--- src/design/spi_pkg.sv ---
package spi_pkg;
  // register byte offsets
  localparam logic [11:0] SPI_CH0_CTRL_OFF = 12'h000;
  localparam logic [11:0] SPI_CH1_CTRL_OFF = 12'h004;
  localparam logic [11:0] SPI_CH0_SRC_OFF = 12'h008;
  localparam logic [11:0] SPI_CH1_SRC_OFF = 12'h00C;
  localparam logic [11:0] SPI_LINE_OFF = 12'h010;
  localparam logic [11:0] SPI_STAT_OFF = 12'h014;
  localparam logic [11:0] SPI_MASK_OFF = 12'h018;
  // control register fields
  localparam int SPI_IE_LSB = 0;
  localparam int SPI_IE_W = 4;
  localparam int SPI_GATE_BIT = 4;
  localparam int SPI_DESIG_LSB = 8;
  localparam int SPI_DESIG_W = 2;
  localparam logic [31:0] SPI_CTRL_RST = 32'h0000_0000;
  localparam logic [31:0] SPI_MASK_RST = 32'h0000_0000;
  // source register: set by write-one, cleared by service pulse
  localparam int SPI_SRC_W = 4;
  localparam int SPI_SET_LSB = 0;
  localparam int SPI_SVC_LSB = 4;
  typedef enum logic [1:0] {
    SPI_COM1 = 2'h0,
    SPI_COM2 = 2'h1,
    SPI_COM3 = 2'h2,
    SPI_COM4 = 2'h3
  } spi_desig_t;
  typedef struct packed {
    logic [SPI_IE_W-1:0] enable;
    logic gate;
    spi_desig_t desig;
  } spi_chan_cfg_t;
endpackage : spi_pkg

--- src/design/spi_chan_req.sv ---
`timescale 1ns/1ps
`default_nettype none
module spi_chan_req
  import spi_pkg::*;
(
  input wire logic pclk,
  input wire logic presetn,
  input wire logic ce,
  input wire spi_chan_cfg_t cfg,
  input wire logic [SPI_SRC_W-1:0] src_set,
  input wire logic [SPI_SRC_W-1:0] src_clr,
  output logic [SPI_SRC_W-1:0] src_q,
  output logic req
);
  // pending sources; set wins over a service in the same cycle
  always_ff @(posedge pclk or negedge presetn) begin
    if (!presetn) begin
      src_q <= '0;
    end else if (ce) begin
      src_q <= (src_q & ~src_clr) | src_set;
    end
  end
  assign req = |(src_q & cfg.enable) & cfg.gate;
endmodule : spi_chan_req
`default_nettype wire

--- src/design/spi_irq_out.sv ---
// Decided for this implementation: the register addresses and the APB interface to the registers.
`timescale 1ns/1ps
`default_nettype none
module spi_irq_out
  import spi_pkg::*;
(
  input wire logic pclk,
  input wire logic presetn,
  input wire logic ce,
  input wire logic psel,
  input wire logic penable,
  input wire logic pwrite,
  input wire logic [11:0] paddr,
  input wire logic [31:0] pwdata,
  output logic [31:0] prdata,
  output logic pready,
  output logic pslverr,
  output logic serial_irq_line_a,
  output logic serial_irq_line_a_oe,
  output logic serial_irq_line_b,
  output logic serial_irq_line_b_oe,
  output logic irq
);
  spi_chan_cfg_t cfg_q [2];
  logic [SPI_SRC_W-1:0] src_q [2];
  logic [SPI_SRC_W-1:0] src_set [2];
  logic [SPI_SRC_W-1:0] src_clr [2];
  logic [1:0] req;
  logic [1:0] stat_q;
  logic [1:0] mask_q;
  logic [1:0] req_prev_q;
  logic a_d, a_oe_d, b_d, b_oe_d;
  logic wr, rd_ok;
  logic [31:0] rdata_d;

  function automatic logic on_line_a(input spi_desig_t d);
    on_line_a = (d == SPI_COM2) || (d == SPI_COM4);
  endfunction : on_line_a

  function automatic logic [31:0] cfg_word(input spi_chan_cfg_t c);
    cfg_word = '0;
    cfg_word[SPI_IE_LSB +: SPI_IE_W] = c.enable;
    cfg_word[SPI_GATE_BIT] = c.gate;
    cfg_word[SPI_DESIG_LSB +: SPI_DESIG_W] = c.desig;
  endfunction : cfg_word

  function automatic spi_chan_cfg_t cfg_of(input logic [31:0] w);
    spi_chan_cfg_t c;
    c.enable = w[SPI_IE_LSB +: SPI_IE_W];
    c.gate = w[SPI_GATE_BIT];
    c.desig = spi_desig_t'(w[SPI_DESIG_LSB +: SPI_DESIG_W]);
    return c;
  endfunction : cfg_of

  localparam spi_chan_cfg_t CFG_RST = cfg_of(SPI_CTRL_RST);

  // write lands only on the edge that also sees pready high
  assign wr = psel && penable && pwrite && pready;

  always_ff @(posedge pclk or negedge presetn) begin
    if (!presetn) begin
      cfg_q[0] <= CFG_RST;
      cfg_q[1] <= CFG_RST;
      mask_q <= SPI_MASK_RST[1:0];
    end else if (ce && wr) begin
      if (paddr == SPI_CH0_CTRL_OFF) begin
        cfg_q[0] <= cfg_of(pwdata);
      end else if (paddr == SPI_CH1_CTRL_OFF) begin
        cfg_q[1] <= cfg_of(pwdata);
      end else if (paddr == SPI_MASK_OFF) begin
        mask_q <= pwdata[1:0];
      end
    end
  end

  // source register: write 1 raises a condition, write to bits 7:4 services
  always_comb begin
    for (int i = 0; i < 2; i++) begin
      src_set[i] = '0;
      src_clr[i] = '0;
    end
    if (wr && paddr == SPI_CH0_SRC_OFF) begin
      src_set[0] = pwdata[SPI_SET_LSB +: SPI_SRC_W];
      src_clr[0] = pwdata[SPI_SVC_LSB +: SPI_SRC_W];
    end else if (wr && paddr == SPI_CH1_SRC_OFF) begin
      src_set[1] = pwdata[SPI_SET_LSB +: SPI_SRC_W];
      src_clr[1] = pwdata[SPI_SVC_LSB +: SPI_SRC_W];
    end
  end

  for (genvar g = 0; g < 2; g++) begin : g_chan
    spi_chan_req u_req (
      .pclk(pclk),
      .presetn(presetn),
      .ce(ce),
      .cfg(cfg_q[g]),
      .src_set(src_set[g]),
      .src_clr(src_clr[g]),
      .src_q(src_q[g]),
      .req(req[g])
    );
  end

  // line drive: a channel's gate owns the enable of its line
  always_comb begin
    a_d = 1'b0;
    a_oe_d = 1'b0;
    b_d = 1'b0;
    b_oe_d = 1'b0;
    for (int i = 0; i < 2; i++) begin
      if (on_line_a(cfg_q[i].desig)) begin
        a_d = a_d | req[i];
        a_oe_d = a_oe_d | cfg_q[i].gate;
      end else begin
        b_d = b_d | req[i];
        b_oe_d = b_oe_d | cfg_q[i].gate;
      end
    end
  end

  always_ff @(posedge pclk or negedge presetn) begin
    if (!presetn) begin
      serial_irq_line_a <= 1'b0;
      serial_irq_line_b <= 1'b0;
      serial_irq_line_a_oe <= 1'b0;
      serial_irq_line_b_oe <= 1'b0;
    end else if (ce) begin
      serial_irq_line_a <= a_d;
      serial_irq_line_b <= b_d;
      serial_irq_line_a_oe <= a_oe_d;
      serial_irq_line_b_oe <= b_oe_d;
    end
  end

  // sticky status on each rising channel request; set beats write-one clear
  always_ff @(posedge pclk or negedge presetn) begin
    if (!presetn) begin
      req_prev_q <= '0;
      stat_q <= '0;
    end else if (ce) begin
      req_prev_q <= req;
      stat_q <= (stat_q & ~((wr && paddr == SPI_STAT_OFF) ? pwdata[1:0] : 2'h0))
                | (req & ~req_prev_q);
    end
  end

  always_ff @(posedge pclk or negedge presetn) begin
    if (!presetn) begin
      irq <= 1'b0;
    end else if (ce) begin
      irq <= |(stat_q & mask_q);
    end
  end

  always_comb begin
    rd_ok = 1'b1;
    rdata_d = '0;
    if (paddr == SPI_CH0_CTRL_OFF) begin
      rdata_d = cfg_word(cfg_q[0]);
    end else if (paddr == SPI_CH1_CTRL_OFF) begin
      rdata_d = cfg_word(cfg_q[1]);
    end else if (paddr == SPI_CH0_SRC_OFF) begin
      rdata_d = {28'h0, src_q[0]};
    end else if (paddr == SPI_CH1_SRC_OFF) begin
      rdata_d = {28'h0, src_q[1]};
    end else if (paddr == SPI_LINE_OFF) begin
      rdata_d = {28'h0, b_oe_d, b_d, a_oe_d, a_d};
    end else if (paddr == SPI_STAT_OFF) begin
      rdata_d = {30'h0, stat_q};
    end else if (paddr == SPI_MASK_OFF) begin
      rdata_d = {30'h0, mask_q};
    end else begin
      rd_ok = 1'b0;
    end
  end

  // answer one cycle after psel; keyed on pready so a low ce only delays it
  always_ff @(posedge pclk or negedge presetn) begin
    if (!presetn) begin
      pready <= 1'b0;
      pslverr <= 1'b0;
      prdata <= '0;
    end else if (ce) begin
      pready <= psel && !pready;
      pslverr <= psel && !pready && !rd_ok;
      if (psel && !pready && !pwrite) begin
        prdata <= rdata_d;
      end
    end
  end
endmodule : spi_irq_out
`default_nettype wire

--- config.mk ---
export PLATFORM = sky130hd
export DESIGN_NAME = spi_irq_out
export DESIGN_NICKNAME = d
export VERILOG_FILES = /design/src/design/spi_pkg.sv /design/src/design/spi_chan_req.sv /design/src/design/spi_irq_out.sv
export SDC_FILE = /design/constraint.sdc
export NUM_CORES = 1
export LEC_CHECK = 0
export ABC_AREA = 1
export BUFFER_PORTS_ARGS = -buffer_cell sky130_fd_sc_hd__buf_2
export CORE_UTILIZATION = 40
export DETAILED_ROUTE_END_ITERATION = 10
export MAX_ROUTING_LAYER = met4
export PLACE_DENSITY = 0.68
export SYNTH_ARGS = -nofsm -noshare
export SYNTH_HDL_FRONTEND = slang
export SYNTH_SLANG_ARGS = --single-unit
--- constraint.sdc ---
create_clock -name pclk -period 2.4 [get_ports pclk]
set_input_delay 0.24 -clock pclk [delete_from_list [all_inputs] [get_ports pclk]]
set_output_delay 0.24 -clock pclk [all_outputs]
set_load 0.05 [all_outputs]
# After elaboration in Yosys (flattened, before gate mapping)
# Index checks and enable logic that the tools add are counted.
[totals]
inputBits = 50
register_bits = 67
elab_cells = 103
output_inout_bits = 39
[op_classes]
n_reduce_logical = 23
eq_ne = 10
bitwise = 22
muxes = 29
[op_table]
columns = ["operator", "n"]
rows = [
  ["$eq 12x5->1 const B", 3],
  ["$mux 4", 9],
  ["$eq 12x4->1 const B", 2],
  ["$mux 10", 2],
  ["$and 4x4->4", 4],
  ["$mux 1", 15],
  ["$eq 12x3->1 const B", 1],
  ["$logic_not 12->1", 1],
  ["$logic_and 1x1->1", 10],
  ["$not 4->4", 2],
  ["$or 4x4->4", 2],
  ["$reduce_or 4->1", 2],
  ["$and 2x2->2", 3],
  ["$mux 2", 3],
  ["$eq 2x1->1 const B", 2],
  ["$eq 2x2->1 const B", 2],
  ["$not 2->2", 2],
  ["$or 1x1->1", 4],
  ["$reduce_and 2->1", 2],
  ["$reduce_and 4->1", 1],
  ["$logic_not 1->1", 3],
  ["$reduce_and 3->1", 1],
  ["$and 1x1->1", 2],
  ["$logic_or 1x1->1", 2],
  ["other kinds (3)", 4],
]

# Longest topological paths before layout
[logic_depth]
depth_word = 11
depth_mapped = 13
ltp_nobuf = 13

# By module
# A second synthesis with hierarchy kept.
[unflattened]
cells_unflattened = 341
hier_area_um2 = 2517.4
[modules_own_cells]
columns = ["module", "n_inst", "seq_area_each_um2", "area_per_inst_um2", "cells_each"]
rows = [
  ["spi_irq_out", 1, 850.8, 2119.5, 281],
  ["spi_chan_req", 2, 100.1, 198.9, 30],
]

# Least setup slack after synthesis
# Ideal clock, no wire load.
[synth_path]
path_kind = "reg-to-reg"
from = "register pready"
to = "register g_chan[1].u_req.src_q[2]"
setup_time_ns = 0.133
path_stages_with_launch = 8
n_path_buf = 0
setup_slack_ns = 0.710
required_time_ns = 2.267
period_less_slack_ns = 1.690
arrival_ns = 1.557
cell_sequence = "dfrtp_1 nand4_1 nor2_4 inv_1 nor2_1 inv_1 o31ai_1 o21ai_0"
[synth_via]
elab_chain_cells = 7
word_cells_on_any_way = 10
cone_classes = "mux (4); bitwise (3); reduce/logical (3)"
[synth_rtl]
columns = ["item", "line", "rtl"]
rows = [
  ["start: declaration", "spi_irq_out.sv:16", "output logic pready,"],
  ["start signal: assignment", "spi_irq_out.sv:184", "pready <= psel && !pready;"],
  ["$logic_and 1x1->1 *", "spi_irq_out.sv:58", "assign wr = psel && penable && pwrite && pready;"],
  ["$logic_and 1x1->1", "spi_irq_out.sv:85", "end else if (wr && paddr == SPI_CH1_SRC_OFF) begin"],
  ["$mux 4", "spi_irq_out.sv:85", ""],
  ["$mux 4", "spi_irq_out.sv:82", "if (wr && paddr == SPI_CH0_SRC_OFF) begin"],
  ["$not 4->4", "spi_chan_req.sv:20", "src_q <= (src_q & ~src_clr) | src_set;"],
  ["$and 4x4->4", "spi_chan_req.sv:20", ""],
  ["$or 4x4->4 *", "spi_chan_req.sv:20", ""],
  ["end signal: assignment", "spi_chan_req.sv:20", ""],
  ["end: declaration", "spi_chan_req.sv:12", "output logic [SPI_SRC_W-1:0] src_q,"],
]
# Every way passes the cells marked *; elsewhere a longest branch is shown, timed or not.
# A chain may end at the register's enable or synchronous reset.

# Worst setup path after layout
# Ends and elaborated chain as after synthesis.

==> results.txt <==
The cell area after layout came out at 2700 sq um. Sorting the synthesized cells by area gives the leading types as sky130_fd_sc_hd__dfrtp_1, sky130_fd_sc_hd__nand2_1, sky130_fd_sc_hd__buf_4, sky130_fd_sc_hd__inv_1, sky130_fd_sc_hd__o21ai_0. The data required time at the worst endpoint is 2.58 ns. The number of clock buffers added by TritonCTS is 5. The HPWL after detailed placement is 4140 microns. Once placement completed, the tool counted placed cells totaling 440.

The number of synthesized register bits is 42, and the via total after detailed routing is 2113. The max-slew violation total from the final report came out at 0. The total power of the final layout was 1.36 mW; the via count of the first global-routing pass was 1936. The number of enable flip-flop cells after synthesis is 0. Setup violations remaining at the end of the flow were counted as 0.

Along the worst path, the maximum fanout reaches 6. The run gives 0.79 ns as the slack of the worst reg-to-reg path. After floorplanning, the core was divided into 28 placement rows. STA puts the critical path data arrival time at 1.78 ns. At the end of routability-driven placement, the weighted congestion stood at 0.848. The dominant cell type by area after synthesis is sky130_fd_sc_hd__dfrtp_1.

After clock tree synthesis, the clock-pin slew on the worst setup and hold paths is 0.07 ns. The number of different library cells used by synthesis comes to 31. After clock tree synthesis, the repair step resized 0 gates. The floorplan step set the die height to 80.0 microns.

Final wirelength: 5530 microns. Summing all placed instances gives a cell area of 2620 sq um. The logs give 0 for the initial antenna violation count and 241 uV for the worst supply voltage drop on vdd. Of the synthesized area, sequential elements account for 43.1%. The logs give 5890 sq um for the area of the core and 0 for the number of remaining DRC errors. The die is 80.0 microns wide.

The clock passes through at most 2 buffers. The classification of the worst-slack hold path is in -> async. The tools report the source of the worst register-to-register timing path as pready. The final net count was 422; the share of synthesized flip-flops with an asynchronous set or reset was 100%.

Setup repair after global routing left no endpoint under its margin. After layout, the worst setup slack is 0.791 ns. For this run, the leading register cell type out of synthesis is sky130_fd_sc_hd__dfrtp_1. The die covers 6410 sq um. Post-synth design cell area: 2440 sq um. The flow ran to the end, and the final reports show no timing, DRC or antenna violations. For the worst flop-to-flop path, the logic depth is 7. The number of ports placed on the die boundary came out at 89. The area share of the leading cell type in the synthesized netlist is 43.1%, and the via density per instance is 4.73. After synthesis, the most frequently instantiated cells are sky130_fd_sc_hd__nand2_1, sky130_fd_sc_hd__dfrtp_1, sky130_fd_sc_hd__inv_1.

The first TritonRoute pass finished after 4 iterations. Power spread over the standard cell area amounts to 505 nW/um^2. At the placement stage, the worst setup path has a slack of 0.680 ns. The endpoint of the worst-slack reg-to-reg timing path was g_chan[1].u_req.src_q[2]. Yosys instantiated no cell more often than sky130_fd_sc_hd__nand2_1. The final setup TNS was 0 ns; the leakage power was 1.53 nW. Global routing used 19.4% of the available tracks across all layers.

The cell count after synthesis came out at 328. In the finished design, the share of the clock period the worst path needs comes to 67.0%. The maximum clock skew at final layout came out at 0.00732 ns. The first global-routing pass estimated 9060 microns of wire. Input and output buffers added on the ports amount to 41. Summed over all layers, the global routing overflow is 0.

STA classifies the critical path startpoint as a flip-flop. The detail route stage leaves a number of antenna-violating nets equal to 0. The count of cells in the finished layout, fillers not included, comes to 447. The worst path in the final design needs a cycle of 1.61 ns, including I/O delays and setup.

TritonCTS built the clock tree. Compared with the post-synthesis result, the final layout area differs by 10.7%. The warning count from the yosys run is 0, and the maximum number of pins on one net before global-route repair is 43. The average routed wire per standard cell is 12.4 microns, and the peak clock frequency supported by timing is 622 MHz.

The number of DRC markers after the initial detailed-route iteration is 132. The slew at the pin closest to its max-slew limit works out to 0.927 ns. The total setup buffers inserted after CTS was 0; the clock latency on the worst-skew pair was 0.30 ns. Max-cap violations in this run came to 0. The number of clock sinks was 42. After synthesis, the mean cell area works out to 7.43 sq um. The cell sitting at the root of the clock tree is a sky130_fd_sc_hd__clkbuf_8. The worst setup path is captured at a flip-flop.

The initial standard-cell utilization of the core came out at 41.4%. The setup path with the least slack is of type reg -> reg. 0 antenna diodes ended up in the layout.

Hold repair after CTS inserted 0 buffers. The run gives 0 as the number of endpoints with negative hold slack in the final report. Cells with a size suffix above 1 make up 16.9% of the layout.

The number of H-tree levels is 2, and the remaining max-slew budget at the tightest pin is 38.2%.
[layer usage]
layer | track usage [%] | vias to the layer above | share of wire [%] | wire length [microns]
li1 | - | 1074 | - | -
met1 | 24.0 | 958 | 44 | 2450
met2 | 30.5 | 72 | 47 | 2610
met3 | 4.69 | 9 | 6.7 | 373
met4 | 7.50 | 0 | 1.8 | 97
met5 | - | - | 0 | 0
[cell usage in the layout, fill, tap and decap left out, drive strengths merged]
master / instances
clkinv: 2
nor2: 29
nand2: 101
o21bai: 1
o211ai: 1
clkbuf: 5
a31oi: 2
nand3b: 1
a21oi: 9
dfrtp: 42
o21ai: 46
o31ai: 2
inv: 44
buf: 41
or2: 3
o2bb2ai: 1
conb: 25
nand4: 2
nand3: 15
[worst max-delay path by stage]
stage | to | slack (ns) | startpoint | depth (start not counted)
6_report | g_chan[1].u_req.src_q[2] | 0.79 | pready | 7
3_3_place_gp | prdata[8] | 0.71 | ce | 8
4_1_cts | prdata[4] | 0.80 | pready | 6
3_5_place_dp | prdata[8] | 0.68 | ce | 8
5_1_grt | prdata[8] | 0.54 | pready | 6
2_1_floorplan | g_chan[1].u_req.src_q[2] | 0.71 | pready | 7
[layout make-up]
cell class | count | area (sq um)
timing repair buffer | 41 | 205
clock inverter | 2 | 10.0
multi-input combinational | 238 | 1090
inverter | 44 | 173
clock buffer | 5 | 68.8
tap | 75 | 93.8
sequential | 42 | 1050
fill | 615 | 3190
[sequential cells by signal, summed over array words and instances, names as in the netlist]
register	count
stat_q	2
serial_irq_line_b_oe	1
serial_irq_line_b	1
serial_irq_line_a	1
pslverr	1
g_chan.u_req.src_q	8
pready	1
irq	1
prdata	7
mask_q	2
req_prev_q	2
serial_irq_line_a_oe	1
cfg_q	14
[power by group]
group | internal, mW | leakage, nW | switching (mW)
clock | 0.195 | 0.0438 | 0.232
sequential | 0.717 | 0.576 | 0.00696
combinational | 0.0352 | 0.906 | 0.174
[per-stage QoR]
step | hold slack (ns) | util, %
floorplan | -0.0556 | -
global placement | 0.440 | 44.5
detailed placement | 0.431 | 44.5
CTS | 0.111 | 45.8
global route | 0.142 | 45.8
finish | 0.0794 | 45.8
[cells by family (layout without fill, tap and decap cells)]
| group | Yosys count | in the layout | share of synthesized area [%] |
|---|---|---|---|
| flops | 42 | 42 | 43.1 |
| compound gates | 62 | 62 | 13.4 |
| other cells | 1 | 25 | 0.154 |
| buf+inv | 72 | 92 | 15.6 |
| simple gates | 151 | 151 | 27.7 |
[critical path: stages, from the launching register on]
cell and delay (ns):
sky130_fd_sc_hd__dfrtp_1 0.38, sky130_fd_sc_hd__nand4_1 0.22, sky130_fd_sc_hd__nor2_4 0.27, sky130_fd_sc_hd__inv_1 0.10, sky130_fd_sc_hd__nor2_1 0.11, sky130_fd_sc_hd__inv_1 0.10
sky130_fd_sc_hd__o31ai_1 0.19, sky130_fd_sc_hd__o21ai_0 0.11
No activity file was read; power rests on OpenSTA's default activity.
